## config.mk

```make
export PLATFORM = sky130hd
export DESIGN_NAME = fm_freq_meter
export DESIGN_NICKNAME = d
export VERILOG_FILES = /design/src/design/fm_pkg.sv /design/src/design/fm_freq_meter.sv
export SDC_FILE = /design/constraint.sdc
export NUM_CORES = 1
export LEC_CHECK = 0
export BUFFER_PORTS_ARGS = -buffer_cell sky130_fd_sc_hd__buf_2
export CAP_MARGIN = 30
export CORE_ASPECT_RATIO = 1.2
export CORE_MARGIN = 2
export CORE_UTILIZATION = 62
export DETAILED_ROUTE_END_ITERATION = 6
export GPL_TIMING_DRIVEN = 0
export PLACE_DENSITY_LB_ADDON = 0.1
export SYNTH_ARGS = -nofsm -noshare
export SYNTH_HDL_FRONTEND = slang
export SYNTH_SLANG_ARGS = --single-unit
```

## constraint.sdc

```tcl
create_clock -name pclk -period 5.9 [get_ports pclk]
set_input_delay 1.18 -clock pclk [delete_from_list [all_inputs] [get_ports pclk]]
set_output_delay 1.18 -clock pclk [all_outputs]
set_load 0.01 [all_outputs]
```

## src/design/fm_pkg.sv

```systemverilog
// Constants and types shared by the frequency meter
package fm_pkg;
	// Register indices; byte address is four times the index
	localparam logic [5:0] FM_CTRL_IDX = 6'h00;
	localparam logic [5:0] FM_CMD_IDX = 6'h01;
	localparam logic [5:0] FM_CFG_IDX = 6'h02;
	localparam logic [5:0] FM_IECLR_IDX = 6'h08;
	localparam logic [5:0] FM_IESET_IDX = 6'h09;
	localparam logic [5:0] FM_FLAG_IDX = 6'h0a;
	localparam logic [5:0] FM_STAT_IDX = 6'h0b;
	localparam logic [5:0] FM_SYNC_IDX = 6'h0c;
	localparam logic [5:0] FM_RES_IDX = 6'h10;
	// Field positions
	localparam int FM_SOFT_RST_BIT = 0;
	localparam int FM_ENABLE_BIT = 1;
	localparam int FM_START_BIT = 0;
	localparam int FM_DONE_BIT = 0;
	localparam int FM_BUSY_BIT = 0;
	localparam int FM_OFLOW_BIT = 1;
	localparam int FM_LANE0 = 0;
	localparam int FM_LANE1 = 1;
	localparam int FM_REF_W = 8;
	localparam int FM_RES_W = 24;
	// Reset values, counter limit and increments
	localparam logic [7:0] FM_REF_RST = 8'h00;
	localparam logic [23:0] FM_RES_RST = 24'h000000;
	localparam logic [31:0] FM_ZERO32 = 32'h00000000;
	localparam logic [23:0] FM_RES_MAX = 24'hffffff;
	localparam logic [23:0] FM_RES_ONE = 24'h000001;
	localparam logic [7:0] FM_REF_ONE = 8'h01;
	// Write synchronisation delay in pclk cycles
	localparam logic [2:0] FM_SYNC_CYCLES = 3'h3;
	localparam logic [2:0] FM_SYNC_LAST = 3'h1;
	localparam logic [2:0] FM_SYNC_IDLE = 3'h0;

	typedef enum logic [1:0] {
		FM_IDLE = 2'b01,
		FM_RUN = 2'b10
	} fm_state_t;

	typedef struct packed {
		logic oflow;
		logic busy;
	} fm_status_t;

	typedef struct packed {
		logic enable;
		logic soft_rst;
	} fm_sync_t;
endpackage : fm_pkg

```

## src/design/fm_freq_meter.sv

```systemverilog
// Frequency meter with APB register bank
//
// The implementer's own choice: the APB interface to the registers.
`timescale 1ns/1ps
`default_nettype none

// Summary of operation
// - Register bank takes 8, 16, 32-bit accesses
// - Byte and halfword lanes written independently
// - Config writes ignored while meter enabled
// - Enable reads back at once; pending until applied
// - Soft reset restores registers and disables meter
// - Soft reset discards other bits written alongside
// - Soft reset bits stay high until reset completes
// - Start bit one begins a measurement
// - Window is ref_cycle_count reference cycles, non-zero
// - Enable-clear write of one disables done interrupt
// - Enable-set write of one enables done interrupt
// - Done flag sets when busy falls
// - Writing one clears the done flag
// - Overflow bit sticky on value counter overflow
// - Writing one clears the overflow bit
// - Busy reads one while measuring
// - Result in bits 23:0, upper bits zero
// - Count measured periods over the reference window
// - Busy set at start, cleared on completion
// - Interrupt while flag set and enabled
module fm_freq_meter
	import fm_pkg::*;
(
	// APB slave
	input wire logic pclk,
	input wire logic presetn,
	input wire logic psel,
	input wire logic penable,
	input wire logic pwrite,
	input wire logic [7:0] paddr,
	input wire logic [31:0] pwdata,
	input wire logic [3:0] pstrb,
	output logic [31:0] prdata,
	output logic pready,
	output logic pslverr,
	// Clocks under measurement, sampled on pclk
	input wire logic measured_clock,
	input wire logic reference_clock_in,
	// Interrupt request
	output logic irq
);

	logic enable_ff;
	logic enable_act_ff;
	fm_sync_t pend_ff;
	logic [2:0] sync_cnt_ff;
	logic [7:0] ref_cycle_count_ff;
	logic irq_en_ff;
	logic done_ff;
	logic oflow_ff;
	fm_state_t state_ff;
	logic busy_q_ff;
	logic [23:0] msr_cnt_ff;
	logic [7:0] ref_cnt_ff;
	logic [23:0] result_ff;
	logic msr_q_ff;
	logic ref_q_ff;
	logic [31:0] prdata_ff;
	logic pslverr_ff;
	logic irq_ff;

	logic wr_en;
	logic setup;
	logic sync_last;
	logic soft_clr;
	logic msr_edge;
	logic ref_edge;
	logic start_go;
	logic busy;
	logic finish;
	logic [23:0] nxt_msr_cnt;
	logic [31:0] nxt_rdata;
	logic nxt_err;
	fm_status_t status;

	// True when lane n of register idx is written this cycle
	function automatic logic wr_hit(input logic [5:0] idx, input int n);
		return wr_en && (paddr[7:2] == idx) && pstrb[n];
	endfunction : wr_hit

	function automatic logic wbit(input int n);
		return pwdata[n];
	endfunction : wbit

	// Zero wait states: every access completes in its first access cycle
	assign pready = 1'b1;
	assign wr_en = psel && penable && pwrite;
	assign setup = psel && !penable;
	assign prdata = prdata_ff;
	assign pslverr = pslverr_ff;
	assign irq = irq_ff;

	assign busy = (state_ff == FM_RUN);
	assign status = '{oflow: oflow_ff, busy: busy};
	assign sync_last = (sync_cnt_ff == FM_SYNC_LAST);
	assign soft_clr = pend_ff.soft_rst && sync_last;
	assign msr_edge = measured_clock && !msr_q_ff;
	assign ref_edge = reference_clock_in && !ref_q_ff;

	// Edge detectors on the measured and reference clocks
	always_ff @(posedge pclk or negedge presetn) begin
		if (!presetn) begin
			msr_q_ff <= 1'b0;
			ref_q_ff <= 1'b0;
		end else begin
			msr_q_ff <= measured_clock;
			ref_q_ff <= reference_clock_in;
		end
	end

	// Enable and soft reset write synchronisation
	always_ff @(posedge pclk or negedge presetn) begin
		if (!presetn) begin
			enable_ff <= 1'b0;
			pend_ff <= '0;
			sync_cnt_ff <= FM_SYNC_IDLE;
		end else if (soft_clr) begin
			enable_ff <= 1'b0;
			pend_ff <= '0;
			sync_cnt_ff <= FM_SYNC_IDLE;
		end else if (wr_hit(FM_CTRL_IDX, FM_LANE0) && !pend_ff.soft_rst) begin
			if (wbit(FM_SOFT_RST_BIT)) begin
				// Enable bit of the same write is dropped
				pend_ff.soft_rst <= 1'b1;
				sync_cnt_ff <= FM_SYNC_CYCLES;
			end else begin
				enable_ff <= wbit(FM_ENABLE_BIT);
				pend_ff.enable <= 1'b1;
				sync_cnt_ff <= FM_SYNC_CYCLES;
			end
		end else if (sync_cnt_ff != FM_SYNC_IDLE) begin
			sync_cnt_ff <= sync_cnt_ff - FM_SYNC_LAST;
			if (sync_last) begin
				pend_ff.enable <= 1'b0;
			end
		end
	end

	// Enable as seen by the measurement logic, applied after sync
	always_ff @(posedge pclk or negedge presetn) begin
		if (!presetn) begin
			enable_act_ff <= 1'b0;
		end else if (soft_clr) begin
			enable_act_ff <= 1'b0;
		end else if (pend_ff.enable && sync_last) begin
			enable_act_ff <= enable_ff;
		end
	end

	// Configuration is enable-protected
	always_ff @(posedge pclk or negedge presetn) begin
		if (!presetn) begin
			ref_cycle_count_ff <= FM_REF_RST;
		end else if (soft_clr) begin
			ref_cycle_count_ff <= FM_REF_RST;
		end else if (wr_hit(FM_CFG_IDX, FM_LANE0) && !enable_ff &&
				!enable_act_ff) begin
			ref_cycle_count_ff <= pwdata[FM_REF_W-1:0];
		end
	end

	// Done interrupt enable, set and clear through separate registers
	always_ff @(posedge pclk or negedge presetn) begin
		if (!presetn) begin
			irq_en_ff <= 1'b0;
		end else if (soft_clr) begin
			irq_en_ff <= 1'b0;
		end else if (wr_hit(FM_IESET_IDX, FM_LANE0) && wbit(FM_DONE_BIT)) begin
			irq_en_ff <= 1'b1;
		end else if (wr_hit(FM_IECLR_IDX, FM_LANE0) && wbit(FM_DONE_BIT)) begin
			irq_en_ff <= 1'b0;
		end
	end

	// Start is taken only when enabled, idle and not in soft reset
	assign start_go = wr_hit(FM_CMD_IDX, FM_LANE0) && wbit(FM_START_BIT) &&
		enable_act_ff && !busy && !pend_ff.soft_rst;
	assign finish = busy && ref_edge &&
		(ref_cnt_ff + FM_REF_ONE == ref_cycle_count_ff);

	always_comb begin
		nxt_msr_cnt = msr_cnt_ff;
		if (msr_edge) begin
			nxt_msr_cnt = msr_cnt_ff + FM_RES_ONE;
		end
	end

	// Measurement state machine
	always_ff @(posedge pclk or negedge presetn) begin
		if (!presetn) begin
			state_ff <= FM_IDLE;
			msr_cnt_ff <= FM_RES_RST;
			ref_cnt_ff <= FM_REF_RST;
		end else if (soft_clr) begin
			state_ff <= FM_IDLE;
			msr_cnt_ff <= FM_RES_RST;
			ref_cnt_ff <= FM_REF_RST;
		end else begin
			case (state_ff)
				FM_IDLE: begin
					if (start_go) begin
						state_ff <= FM_RUN;
						msr_cnt_ff <= FM_RES_RST;
						ref_cnt_ff <= FM_REF_RST;
					end
				end
				FM_RUN: begin
					// Disabling mid-window abandons the measurement
					if (!enable_act_ff || finish) begin
						state_ff <= FM_IDLE;
					end
					msr_cnt_ff <= nxt_msr_cnt;
					if (ref_edge) begin
						ref_cnt_ff <= ref_cnt_ff + FM_REF_ONE;
					end
				end
				default: begin
					state_ff <= FM_IDLE;
				end
			endcase
		end
	end

	// Result captured at the end of a full window only
	always_ff @(posedge pclk or negedge presetn) begin
		if (!presetn) begin
			result_ff <= FM_RES_RST;
		end else if (soft_clr) begin
			result_ff <= FM_RES_RST;
		end else if (finish && enable_act_ff) begin
			result_ff <= nxt_msr_cnt;
		end
	end

	// Sticky overflow; a set in the clearing cycle wins
	always_ff @(posedge pclk or negedge presetn) begin
		if (!presetn) begin
			oflow_ff <= 1'b0;
		end else if (soft_clr) begin
			oflow_ff <= 1'b0;
		end else if (busy && msr_edge && msr_cnt_ff == FM_RES_MAX) begin
			oflow_ff <= 1'b1;
		end else if (wr_hit(FM_STAT_IDX, FM_LANE0) && wbit(FM_OFLOW_BIT)) begin
			oflow_ff <= 1'b0;
		end
	end

	// Done flag on the falling edge of busy; set wins over clear
	always_ff @(posedge pclk or negedge presetn) begin
		if (!presetn) begin
			busy_q_ff <= 1'b0;
			done_ff <= 1'b0;
		end else if (soft_clr) begin
			busy_q_ff <= 1'b0;
			done_ff <= 1'b0;
		end else begin
			busy_q_ff <= busy;
			if (busy_q_ff && !busy) begin
				done_ff <= 1'b1;
			end else if (wr_hit(FM_FLAG_IDX, FM_LANE0) && wbit(FM_DONE_BIT)) begin
				done_ff <= 1'b0;
			end
		end
	end

	// Interrupt request, registered
	always_ff @(posedge pclk or negedge presetn) begin
		if (!presetn) begin
			irq_ff <= 1'b0;
		end else begin
			irq_ff <= done_ff && irq_en_ff && !soft_clr;
		end
	end

	// Read mux; narrow registers sit in low bits, the rest reads zero
	always_comb begin
		nxt_rdata = FM_ZERO32;
		nxt_err = 1'b0;
		case (paddr[7:2])
			FM_CTRL_IDX: begin
				nxt_rdata[FM_SOFT_RST_BIT] = pend_ff.soft_rst;
				nxt_rdata[FM_ENABLE_BIT] = enable_ff;
			end
			FM_CMD_IDX: begin
				nxt_rdata = FM_ZERO32;
			end
			FM_CFG_IDX: begin
				nxt_rdata[FM_REF_W-1:0] = ref_cycle_count_ff;
			end
			FM_IECLR_IDX, FM_IESET_IDX: begin
				nxt_rdata[FM_DONE_BIT] = irq_en_ff;
			end
			FM_FLAG_IDX: begin
				nxt_rdata[FM_DONE_BIT] = done_ff;
			end
			FM_STAT_IDX: begin
				nxt_rdata[FM_BUSY_BIT] = status.busy;
				nxt_rdata[FM_OFLOW_BIT] = status.oflow;
			end
			FM_SYNC_IDX: begin
				nxt_rdata[FM_SOFT_RST_BIT] = pend_ff.soft_rst;
				nxt_rdata[FM_ENABLE_BIT] = pend_ff.enable;
			end
			FM_RES_IDX: begin
				nxt_rdata[FM_RES_W-1:0] = result_ff;
			end
			default: begin
				nxt_err = 1'b1;
			end
		endcase
	end

	// Read data and error sampled in the setup cycle, shown in access
	always_ff @(posedge pclk or negedge presetn) begin
		if (!presetn) begin
			prdata_ff <= FM_ZERO32;
			pslverr_ff <= 1'b0;
		end else if (setup) begin
			prdata_ff <= pwrite ? FM_ZERO32 : nxt_rdata;
			pslverr_ff <= nxt_err;
		end else if (!psel) begin
			pslverr_ff <= 1'b0;
		end
	end
endmodule : fm_freq_meter

`default_nettype wire

```

=== Yosys cells after proc, flatten, opt, wreduce, memory -nomap -nowiden ===
Index checks and enable logic that the tools add are counted.

* Register bits after elaboration: 113
* Bits in writable memories: 0
* Latch bits: 0
* Memories kept: 0
* Bits in read-only memories: 0
* Logic and storage cells: 161
* Bits of input ports: 51
* Output and inout bits: 35

* Equal/unequal tests: 19
* Divide/modulo/power cells: 0
* Reductions and logical operators: 71
* Shift-type cells: 0
* Multiply operators: 0
* Bitwise gates (word level): 0
* Mux-type cells: 49
* $lt $le $gt $ge: 0
* Add/subtract/negate cells: 3

{| class="wikitable"
|+ Operators with widths
! cell !! number
|-
| 24-bit two-way mux || 6
|-
| 24-bit one-hot mux with 2 select lines || 1
|-
| 1-bit logical AND || 40
|-
| 8-bit two-way mux || 5
|-
| 6-bit by 4-bit == test with 1-bit output, second input constant || 5
|-
| 24-bit by 1-bit adder with 24-bit output, second input constant || 1
|-
| 24-bit == test, second input constant || 1
|-
| 1-bit two-way mux || 24
|-
| 3-bit nonzero test || 7
|-
| 16-bit two-way mux || 1
|-
| 8-bit one-hot mux with 2 select lines || 1
|-
| 6-bit one-hot mux with 2 select lines || 1
|-
| 2-bit nonzero test || 5
|-
| 3-bit two-way mux || 3
|-
| 3-bit != test, second input constant || 3
|-
| 9-bit OR reduction || 1
|-
| 8-bit by 1-bit adder with 8-bit output, second input constant || 1
|-
| 8-bit == test || 1
|-
| 1-bit zero test || 8
|-
| 2-bit two-way mux || 4
|-
| 2-bit AND reduction || 4
|-
| 6-bit by 1-bit == test with 1-bit output, second input constant || 1
|-
| 6-bit by 2-bit == test with 1-bit output, second input constant || 1
|-
| 6-bit by 5-bit == test with 1-bit output, second input constant || 1
|-
| other kinds (13) || 16
|}

=== Longest topological paths before layout ===
Gate-level depths: netlist of the first run.

* Depth after elaboration: 11
* Gate-level depth with buffers: 8
* Depth with buffers taken out: 8

=== Least setup slack after synthesis of the first run ===
OpenSTA, ideal clock, no wires.

* Path kind: input to register
* From: input port paddr[3]
* To: register prdata_ff[14], in the netlist prdata[14]
* Setup slack: 3.148 ns
* Stages on the path: 7
* Library setup time: 0.064 ns
* Data required time: 5.836 ns
* Buffers on the path: 3
* Data arrival time: 2.689 ns
* Path through: buf_6 -> or4_4 -> nor3b_4 -> and2_0 -> buf_4 -> buf_12 -> a22o_2

* Cells in the longest elaborated chain, start to end: 3

{| class="wikitable"
|+ Ends and longest elaborated chain
! item !! RTL line !! source
|-
| start, declared || fm_freq_meter.sv:37 || <nowiki>input wire logic [7:0] paddr,</nowiki>
|-
| 6-bit by 5-bit == test with 1-bit output || fm_freq_meter.sv:286 || <nowiki>case (paddr[7:2])</nowiki>
|-
| 16-bit two-way mux || fm_freq_meter.sv:286 ||
|-
| 24-bit two-way mux || fm_freq_meter.sv:326 || <nowiki>prdata_ff <= pwrite ? FM_ZERO32 : nxt_rdata;</nowiki>
|-
| end signal, assigned || fm_freq_meter.sv:326 ||
|-
| end, declared || fm_freq_meter.sv:65 || <nowiki>logic [31:0] prdata_ff;</nowiki>
|}

Every way passes these cells.
A chain may end at the register's enable or synchronous reset.

=== Final worst setup path of the first run ===
* From: input port penable
* To: register msr_cnt_ff[19]

* Cells in the longest elaborated chain, start to end: 10

{| class="wikitable"
|+ Ends and longest elaborated chain
! item !! RTL line !! source
|-
| start, declared || fm_freq_meter.sv:35 || <nowiki>input wire logic penable,</nowiki>
|-
| 1-bit logical AND (2 in series) || fm_freq_meter.sv:94 || <nowiki>assign wr_en = psel && penable && pwrite;</nowiki>
|-
| 1-bit logical AND (2 in series) || fm_freq_meter.sv:85 || <nowiki>return wr_en && (paddr[7:2] == idx) && pstrb[n];</nowiki>
|-
| 1-bit logical AND (2 in series) || fm_freq_meter.sv:183 || <nowiki>assign start_go = wr_hit(FM_CMD_IDX, FM_LANE0) && wbit(FM_START_BIT) &&</nowiki>
|-
| 1-bit logical AND (2 in series) || fm_freq_meter.sv:184 || <nowiki>enable_act_ff && !busy && !pend_ff.soft_rst;</nowiki>
|-
| 3-bit != test (no line) || n/a ||
|-
| 2-bit AND reduction (no line) || n/a ||
|-
| end signal, assigned || fm_freq_meter.sv:219 || <nowiki>msr_cnt_ff <= nxt_msr_cnt;</nowiki>
|-
| end, declared || fm_freq_meter.sv:60 || <nowiki>logic [23:0] msr_cnt_ff;</nowiki>
|}

Every way passes these cells.

==> results of run 1 <==
per-stage QoR:
stage | total power [µW] | hold slack [ns]
CTS | 1360 | 0.516
global placement | 907 | 0.479
finish | 1360 | 0.509
floorplan | 865 | 0.459
global route | 1420 | 0.532
detailed placement | 923 | 0.492
kinds of logic after synthesis:
kind of cell	count (synthesis)	share of synthesized area
AO/OA/AOI/OAI	182	0.227
XOR/XNOR	32	0.0482
adder cells (fa/ha/maj)	5	0.0108
buffers and inverters	66	0.0596
flip-flops	105	0.452
multiplexers	19	0.0332
other	2	0.00129
AND/OR/NAND/NOR	171	0.168
final timing paths:
check                                        endpoint  depth (start not counted)
min reg2reg                       done_ff$_DFFE_PN0P_                          2
min in group asynchronous         pslverr$_DFFE_PN0P_                          1
max in group asynchronous   msr_cnt_ff[4]$_DFFE_PN0P_                          2
min                               done_ff$_DFFE_PN0P_                          2
max reg2reg                msr_cnt_ff[19]$_DFFE_PN0P_                          7
max                        msr_cnt_ff[19]$_DFFE_PN0P_                          7
layer usage:
| layer | track usage | vias up | wire [µm] |
|---|---|---|---|
| li1 | - | 2293 | - |
| met1 | 0.424 | 2387 | 6460 |
| met4 | 0.104 | 0 | 336 |
| met3 | 0.0578 | 35 | 1020 |
| met5 | 0 | - | 0 |
| met2 | 0.479 | 215 | 7010 |
area by class of cell:
class / count / area, µm²
Inverter: 15 / 56.3
Sequential cell: 105 / 2630
Clock inverter: 7 / 70.1
Timing Repair Buffer: 47 / 260
Tap cell: 120 / 150
Clock buffer: 9 / 124
Buffer: 51 / 290
Fill cell: 728 / 2640
Multi-Input combinational cell: 418 / 2860
power groups by stage:
stage | clock [µW] | sequential, µW | combinational [µW]
floorplan | 0 | 763 | 102
global placement | 0 | 765 | 142
detailed placement | 0 | 767 | 156
CTS | 455 | 753 | 157
global route | 489 | 755 | 175
finish | 454 | 752 | 155
worst min-delay path, stage by stage (launching register included):
cell and delay, ns:
dfrtp_1 0.38, nand2_1 0.06, a21oi_1 0.05
synthesized netlist by cell type, drive strengths merged (15+ instances only):
cell    count
xnor2      20
a211oi     22
dfrtp     104
a22o       32
a21oi      30
a41oi      20
o21ai      36
o31ai      16
inv        15
clkbuf     24
nor2       40
mux2i      17
nand2      40
buf        27
sequential cells by signal, indices dropped and copies added (netlist names), 2 cells and up:
signal              flops
msr_cnt_ff             24
pend_ff                 2
prdata                 24
ref_cnt_ff              8
ref_cycle_count_ff      8
result_ff              24
state_ff                2
sync_cnt_ff             3
==> impl_metrics.yaml, run 1 <==
finish:
  finalNetCount: 703
  diodes: 0
  final_common_cell: "dfrtp_1"
  fin_area_um2: 6440
  drive_above_1_share: 0.179
  final_cell_mix: "dfrtp_1 (104), buf_2 (51), nand2_1 (40)"
  fin_cells: 772
  syn2layout_area_growth_pct: 10.9
  fin_util: 0.709
synth:
  syn_inst: 582
  synth_top_area_share: 0.448
  post_synth_num_cell_types: 71
  synth.avg_cell_area_um2: 9.98
  synth_area_um2: 5810
  synthArstFlopShare: 1.00
  synth_edf_count: 0
  synth-main-ff-cell: "dfrtp_1"
  synth-seq-area-share: 0.452
  synth_seq_cells: 105
  yosys_warnings: 0
  synth_area_leaders: "dfrtp_1 (45%), a22o_1 (3.3%), a41oi_1 (3.0%)"
  yosysTopAreaCell: "dfrtp_1"
floorplan:
  start_util: 0.640
  placeableCoreArea_um2: 9080
  num_rows: 38
  ios: 86
  die_w_um: 92.4
  die_h_um: 110
  die-area_um2: 10200
worst_setup_path:
  critPathTopFamily: "compound AO/OA/AOI/OAI gates"
  cp-startpoint: "penable"
  cpMaxStageDelayCell: "a211oi_1"
  path_max_fanout: 10
  crit_path_end_kind: "flip-flop"
  start_kind: "primary input"
  rrSetupSlack_ns: 3.15
  cp_cell_sequence: "buf_2 -> nand4_1 -> nor3_1 -> a211oi_1 -> clkbuf_1 -> o21ai_1 -> o41ai_1"
  crit_required_ns: 6.17
  crit_path_max_incr_delay_ns: 0.88
  cp.arrival_ns: 3.31
  r2r-start: "sync_cnt_ff[0]$_DFFE_PN0P_"
  crit_type: "in -> reg"
  crit_buf_inv: 2
timing:
  finalClockSkew_ns: 0.0159
  maxSlewViolCount: 0
  setup-violations-final: 0
  tightestPinTransition_ns: 1.07
  max_freq_mhz: 329
  fin_ws_ns: 2.86
  finalHoldViolCount: 0
  period_share: 0.515
  period_minus_slack_ns: 3.04
  tns_ns: 0
  rsz0062_at_grt: "no"
  slew_headroom: 0.285
cts:
  insertion_delay_ns: 0.40
  cts_tree: "built"
  clock_sinks: 105
  cts-buffers-inserted: 9
  cts-root-buf: "clkbuf_8"
  htreeDepth: 3
  cts_hold_buf: 0
  ctsLongestPathBuffers: 2
  cts.repair.resized: 0
  clk_pin_slew_ns: 0.11
  cts_setup_buffers: 0
placement:
  dpl.hpwl_um: 10700
  globalplace.congestion: 0.916
  postPlaceCellArea_um2: 6250
  dpl.cell_count: 756
  pre_cts_ws_ns: 2.53
  port_buffers: 46
detailed_routing:
  wl_um: 14800
  dr_total_vias: 4930
  antenna_left: 0
  drt_iter0_markers: 449
  first_pass_iters: 5
  post-route-drc-count: 0
  vias_per_cell: 6.39
  routedWlPerCell_um: 19.2
power:
  p_leak_uw: 0.00290
  pwr-share-clk: 0.333
  pwr-share-comb: 0.114
  powerDensity_nw_per_um2: 211
  p_int_uw: 967
  p_switching_uw: 394
  switching_share: 0.290
  p_seq_frac: 0.552
  ir_drop_mv: 0.115
grt:
  grt_antenna_before_repair: 0
  grt_max_degree: 75
  grt_pass1_vias: 4639
  track_usage: 0.303
  overflow: 0
  grt_pass1_wl_um: 23900
worst_hold_path:
  hold_path.class: "reg -> reg"
  holdCritStartpoint: "busy_q_ff$_DFF_PN0_"
outcome:
  status: "finished, final reports clean"
flow_run:
  max-cap-violations: 0
Power figures use the tool's default switching activity.
==> inputs of run 2 (changes only) <==
CORE_UTILIZATION = 58   (was 62)
clock period = 2.97 ns   (was 5.9 ns; I/O delays follow)
==> run 2 against run 1 <==
Net effect: hold slack got worse by 0.27 ns; first-iteration DRC count decreased by 15%; power increased by 120%; clock skew decreased by 0.0087 ns; register-to-register slack got worse by 3.0 ns; setup slack got worse by 2.7 ns; sequential power increased by 98%; core utilization decreased by 4.5 points; global-route usage decreased by 2.2 points; cell count increased by 0.78%; non-clock buffer count unchanged; clock power increased to 2.6 times the previous value; critical path type is now reg -> reg; critical endpoint is now msr_cnt_ff[18]$_DFFE_PN0P_.
==> impl_metrics.yaml, run 2 (synthesis gave the netlist of run 1 again) <==
finish:
  final_cell_mix: "dfrtp_1 (104), buf_2 (51), nand2_1 (40)"
  fin_cells: 778
  diodes: 0
  fin_util: 0.664
  syn2layout_area_growth_pct: 12.7
  fin_area_um2: 6550
  final_common_cell: "dfrtp_1"
  finalNetCount: 703
  drive_above_1_share: 0.179
timing:
  tns_ns: 0
  tightestPinTransition_ns: 1.15
  maxSlewViolCount: 0
  period_share: 0.942
  max_freq_mhz: 357
  period_minus_slack_ns: 2.80
  slew_headroom: 0.227
  finalClockSkew_ns: 0.00720
  rsz0062_at_grt: "no"
  setup-violations-final: 0
  finalHoldViolCount: 0
  fin_ws_ns: 0.172
floorplan:
  ios: 86
  placeableCoreArea_um2: 9860
  die-area_um2: 10800
  num_rows: 40
  die_w_um: 95.4
  start_util: 0.589
  die_h_um: 114
power:
  p_seq_frac: 0.501
  switching_share: 0.268
  p_leak_uw: 0.00295
  pwr-share-clk: 0.399
  powerDensity_nw_per_um2: 455
  p_switching_uw: 798
  ir_drop_mv: 0.315
  p_int_uw: 2190
  pwr-share-comb: 0.101
placement:
  dpl.cell_count: 762
  pre_cts_ws_ns: 0.145
  dpl.hpwl_um: 10700
  globalplace.congestion: 0.889
  port_buffers: 46
  postPlaceCellArea_um2: 6250
cts:
  cts_setup_buffers: 0
  cts.repair.resized: 0
  clock_sinks: 105
  cts_hold_buf: 0
  insertion_delay_ns: 0.36
  cts_tree: "built"
  ctsLongestPathBuffers: 2
  htreeDepth: 3
  cts-buffers-inserted: 9
  clk_pin_slew_ns: 0.08
  cts-root-buf: "clkbuf_16"
detailed_routing:
  routedWlPerCell_um: 18.8
  post-route-drc-count: 0
  dr_total_vias: 4873
  antenna_left: 0
  first_pass_iters: 5
  wl_um: 14600
  drt_iter0_markers: 382
  vias_per_cell: 6.26
grt:
  grt_max_degree: 62
  grt_pass1_wl_um: 23700
  grt_antenna_before_repair: 0
  overflow: 0
  grt_pass1_vias: 4707
  track_usage: 0.281
worst_hold_path:
  hold_path.class: "in -> async"
outcome:
  status: "finished, final reports clean"
worst_setup_path:
  crit_path_end_kind: "flip-flop"
  crit_type: "reg -> reg"
  cp.arrival_ns: 3.06
  start_kind: "flip-flop"
  crit_required_ns: 3.24
  path_max_fanout: 10
flow_run:
  max-cap-violations: 0
run 2: cell count changes in the layout (fill, tap and decap cells not counted), sizes merged:
cell      delta
clkinv       +1
clkinvlp     -1
run 2: critical path, stage by stage (launching register included):
cell and delay [ns]:
dfrtp_1 0.41, ha_1 0.24, and3b_1 0.18, clkbuf_1 0.17, a211oi_1 0.96, clkbuf_1 0.47, o21ai_0 0.19, o31ai_1 0.09
run 2: per-stage QoR:
step / total power [µW] / hold WS, ns
2_1_floorplan: 1720 / 0.298
3_5_place_dp: 1820 / 0.492
5_1_grt: 3110 / 0.286
3_3_place_gp: 1800 / 0.478
6_report: 2980 / 0.234
4_1_cts: 2990 / 0.256
run 2: final timing paths:
| kind | startpoint | end | slack (ns) | cells after the start |
|---|---|---|---|---|
| max in group asynchronous | presetn | msr_cnt_ff[20]$_DFFE_PN0P_ | 2.05 | 2 |
| setup / recovery | sync_cnt_ff[0]$_DFFE_PN0P_ | msr_cnt_ff[18]$_DFFE_PN0P_ | 0.17 | 7 |
| min in group pclk | reference_clock_in | ref_q_ff$_DFF_PN0_ | 0.36 | 1 |
| setup reg to reg | sync_cnt_ff[0]$_DFFE_PN0P_ | msr_cnt_ff[18]$_DFFE_PN0P_ | 0.17 | 7 |
| hold reg to reg | ref_cnt_ff[7]$_DFFE_PN0P_ | ref_cnt_ff[7]$_DFFE_PN0P_ | 0.50 | 1 |
| hold / removal | presetn | irq$_DFF_PN0_ | 0.23 | 1 |
run 2: final cells by class:
class | instances | area (µm²)
inverter | 15 | 56.3
clock buffer | 9 | 225
sequential | 105 | 2630
tap | 126 | 158
buffer | 51 | 290
fill | 824 | 3310
clock inverter | 7 | 71.3
timing repair buffer | 47 | 260
multi-input combinational | 418 | 2860
run 2: metal layers:
metal,track usage,share of wire
met1,0.389,0.44
met2,0.455,0.48
met3,0.0410,0.053
met4,0.0933,0.023
met5,0,0
run 2: power by group through the flow:
| stage | Clock (µW) | Combinational [µW] | Sequential, µW |
|---|---|---|---|
| final | 1190 | 301 | 1490 |
| after floorplan | 0 | 203 | 1520 |
| after global placement | 0 | 282 | 1520 |
| after CTS | 1200 | 301 | 1490 |
| after global routing | 1270 | 338 | 1500 |
| after detailed placement | 0 | 299 | 1520 |
==> inputs of run 3 (changes only) <==
ABC_AREA = 1   (was not set)
CORE_UTILIZATION = 57   (was 58)
REMOVE_ABC_BUFFERS = 1   (was not set)
==> run 3 against run 2 <==
Net effect: critical path depth rose by 4; first-iteration DRC count rose by 22%; count of clock-buffer cells in the layout did not move; clock skew rose by 0.00052 ns; hold slack improved by 0.031 ns; sequential share of layout area rose by 2.5 points.
==> impl_metrics.yaml, run 3 <==
outcome:
  status: "finished, final reports clean"
worst_setup_path:
  crit_type: "reg -> reg"
  timing.rr.end: "ref_cnt_ff[6]$_DFFE_PN0P_"
  crit_path_end_kind: "flip-flop"
  rrSetupSlack_ns: 0.40
  reg2regPathDepth: 11
  r2r-start: "sync_cnt_ff[1]$_DFFE_PN0P_"
  crit_required_ns: 3.20
  cp-startpoint: "sync_cnt_ff[1]$_DFFE_PN0P_"
  cp.arrival_ns: 2.80
  start_kind: "flip-flop"
  path_max_fanout: 44
synth:
  synth_compound_area_frac: 0.119
  synth-main-ff-cell: "dfrtp_1"
  synth-seq-area-share: 0.471
  synth.avg_cell_area_um2: 7.76
  synth_area_um2: 5580
  synthArstFlopShare: 1.00
  synth_top_area_share: 0.466
  yosysMostFrequentCell: "nand2_1"
  synth_top_family_by_area: "simple AND/OR/NAND/NOR gates"
  synthTopCellsByCount: "nand2_1 (171), dfrtp_1 (104), nand3_1 (89), o21ai_0 (86), inv_1 (79)"
  synth.area.mux_share: 0
  yosys_warnings: 0
  synth_edf_count: 0
  synth_area_leaders: "dfrtp_1 (47%), nand2_1 (12%), nand3_1 (8.0%)"
  synthSimpleGateAreaFrac: 0.285
  post_synth_num_cell_types: 41
  yosysTopAreaCell: "dfrtp_1"
  syn_inst: 719
  synth_xor_area_frac: 0.0235
  synth_adder_area_share: 0.0112
  synth_seq_cells: 105
detailed_routing:
  dr_total_vias: 5006
  vias_per_cell: 5.69
  antenna_left: 0
  drt_iter0_markers: 467
  routedWlPerCell_um: 15.1
  wl_um: 13300
  post-route-drc-count: 0
  first_pass_iters: 5
cts:
  htreeDepth: 3
  cts_setup_buffers: 0
  cts-root-buf: "clkbuf_16"
  cts-buffers-inserted: 9
  cts_hold_buf: 0
  clk_pin_slew_ns: 0.07
  ctsLongestPathBuffers: 2
  insertion_delay_ns: 0.35
  clock_sinks: 105
  cts_tree: "built"
power:
  p_leak_uw: 0.00306
  powerDensity_nw_per_um2: 596
  ir_drop_mv: 0.333
placement:
  globalplace.congestion: 0.935
  port_buffers: 47
  pre_cts_ws_ns: -0.410
  dpl.cell_count: 864
  dpl.hpwl_um: 9470
  postPlaceCellArea_um2: 5850
timing:
  rsz0062_at_grt: "no"
  setup-violations-final: 0
  period_share: 0.866
  finalClockSkew_ns: 0.00771
  maxSlewViolCount: 0
  max_freq_mhz: 389
  fin_ws_ns: 0.399
  finalHoldViolCount: 0
  period_minus_slack_ns: 2.57
  tightestPinTransition_ns: 0.987
  slew_headroom: 0.341
finish:
  syn2layout_area_growth_pct: 10.7
  drive_above_1_share: 0.122
  regArea_um2: 2630
  final_common_cell: "nand2_1"
  multiInputGateArea_um2: 2500
  finalNetCount: 808
  fin_area_um2: 6170
  final_cell_mix: "nand2_1 (169), dfrtp_1 (104), nand3_1 (89)"
  fin_cells: 880
  fill_cells: 851
  diodes: 0
grt:
  grt_max_degree: 58
  track_usage: 0.268
  overflow: 0
  grt_pass1_vias: 4707
  grt_antenna_before_repair: 0
  grt_pass1_wl_um: 22600
floorplan:
  die_h_um: 112
  placeableCoreArea_um2: 9520
  num_rows: 39
  start_util: 0.586
  die-area_um2: 10600
  ios: 86
  die_w_um: 94.3
flow_run:
  max-cap-violations: 0
worst_hold_path:
  hold_path.class: "in -> async"
-- run 3: final cells by class --
| class | instances | area share |
|---|---|---|
| Clock buffer | 9 | 0.0365 |
| Tap cell | 123 | 0.0249 |
| Timing Repair Buffer | 49 | 0.0448 |
| Multi-Input combinational cell | 505 | 0.405 |
| Clock inverter | 7 | 0.0126 |
| Inverter | 82 | 0.0501 |
| Sequential cell | 105 | 0.426 |
-- run 3: logic make-up (layout without fill, tap and decap cells) --
| kind of cell | after synthesis | in the layout |
|---|---|---|
| AOI/OAI and AO/OA | 125 | 125 |
| other | 2 | 9 |
| DFF | 105 | 105 |
| buffers and inverters | 116 | 147 |
| and+or+nand+nor | 351 | 351 |
| xor gates and xnor gates | 15 | 15 |
| adders and majority gates | 5 | 5 |
-- run 3: worst max-delay path by stage --
stage                                       endpoint  cells past startpoint
after detailed placement   ref_cnt_ff[6]$_DFFE_PN0P_                     10
after global placement     ref_cnt_ff[6]$_DFFE_PN0P_                     10
after floorplan           msr_cnt_ff[16]$_DFFE_PN0P_                     11
final                      ref_cnt_ff[6]$_DFFE_PN0P_                     11
after global routing      msr_cnt_ff[16]$_DFFE_PN0P_                     12
after CTS                  ref_cnt_ff[6]$_DFFE_PN0P_                     11
-- run 3: worst max-delay path, cell delays in order (launching register included) --
cell	delay (ns)
dfrtp_1	0.36
inv_1	0.09
ha_1	0.15
inv_1	0.04
nor2_1	0.24
nand2_4	0.37
nand2_4	0.34
inv_1	0.22
nand3_1	0.30
inv_1	0.15
nand3_1	0.10
o21ai_0	0.09
-- run 3: metal layers --
| metal | up-vias | track usage | part of all wire |
|---|---|---|---|
| met5 | - | 0 | 0 |
| met4 | 0 | 0.0899 | 0.018 |
| met3 | 23 | 0.0376 | 0.057 |
| met2 | 180 | 0.417 | 0.46 |
| met1 | 2391 | 0.390 | 0.46 |
| li1 | 2412 | - | - |
-- run 3: through the flow --
step | hold WS (ns) | util | setup TNS [ns] | power, µW
finish | 0.265 | 0.649 | 0 | 3680
global route | 0.324 | 0.649 | 0 | 3870
CTS | 0.292 | 0.648 | 0 | 3690
detailed placement | 0.491 | 0.615 | -2.87 | 2470
global placement | 0.487 | 0.610 | -45.21 | 2400
floorplan | 0.298 | - | 0 | 2200
-- run 3: repair_timing --
item | 4_1_cts | 5_1_grt
endpoints found under the hold margin | 0 | 0
resized for setup | 3 | 2
setup endpoints to repair | 15 | 7
pin swaps | 0 | 0
-- run 3: where the power goes --
group | internal (µW) | leakage [µW] | total [µW] | switching [µW]
clock | 662 | 0.000146 | 1220 | 559
combinational | 249 | 0.00147 | 772 | 523
sequential | 1580 | 0.00144 | 1680 | 106
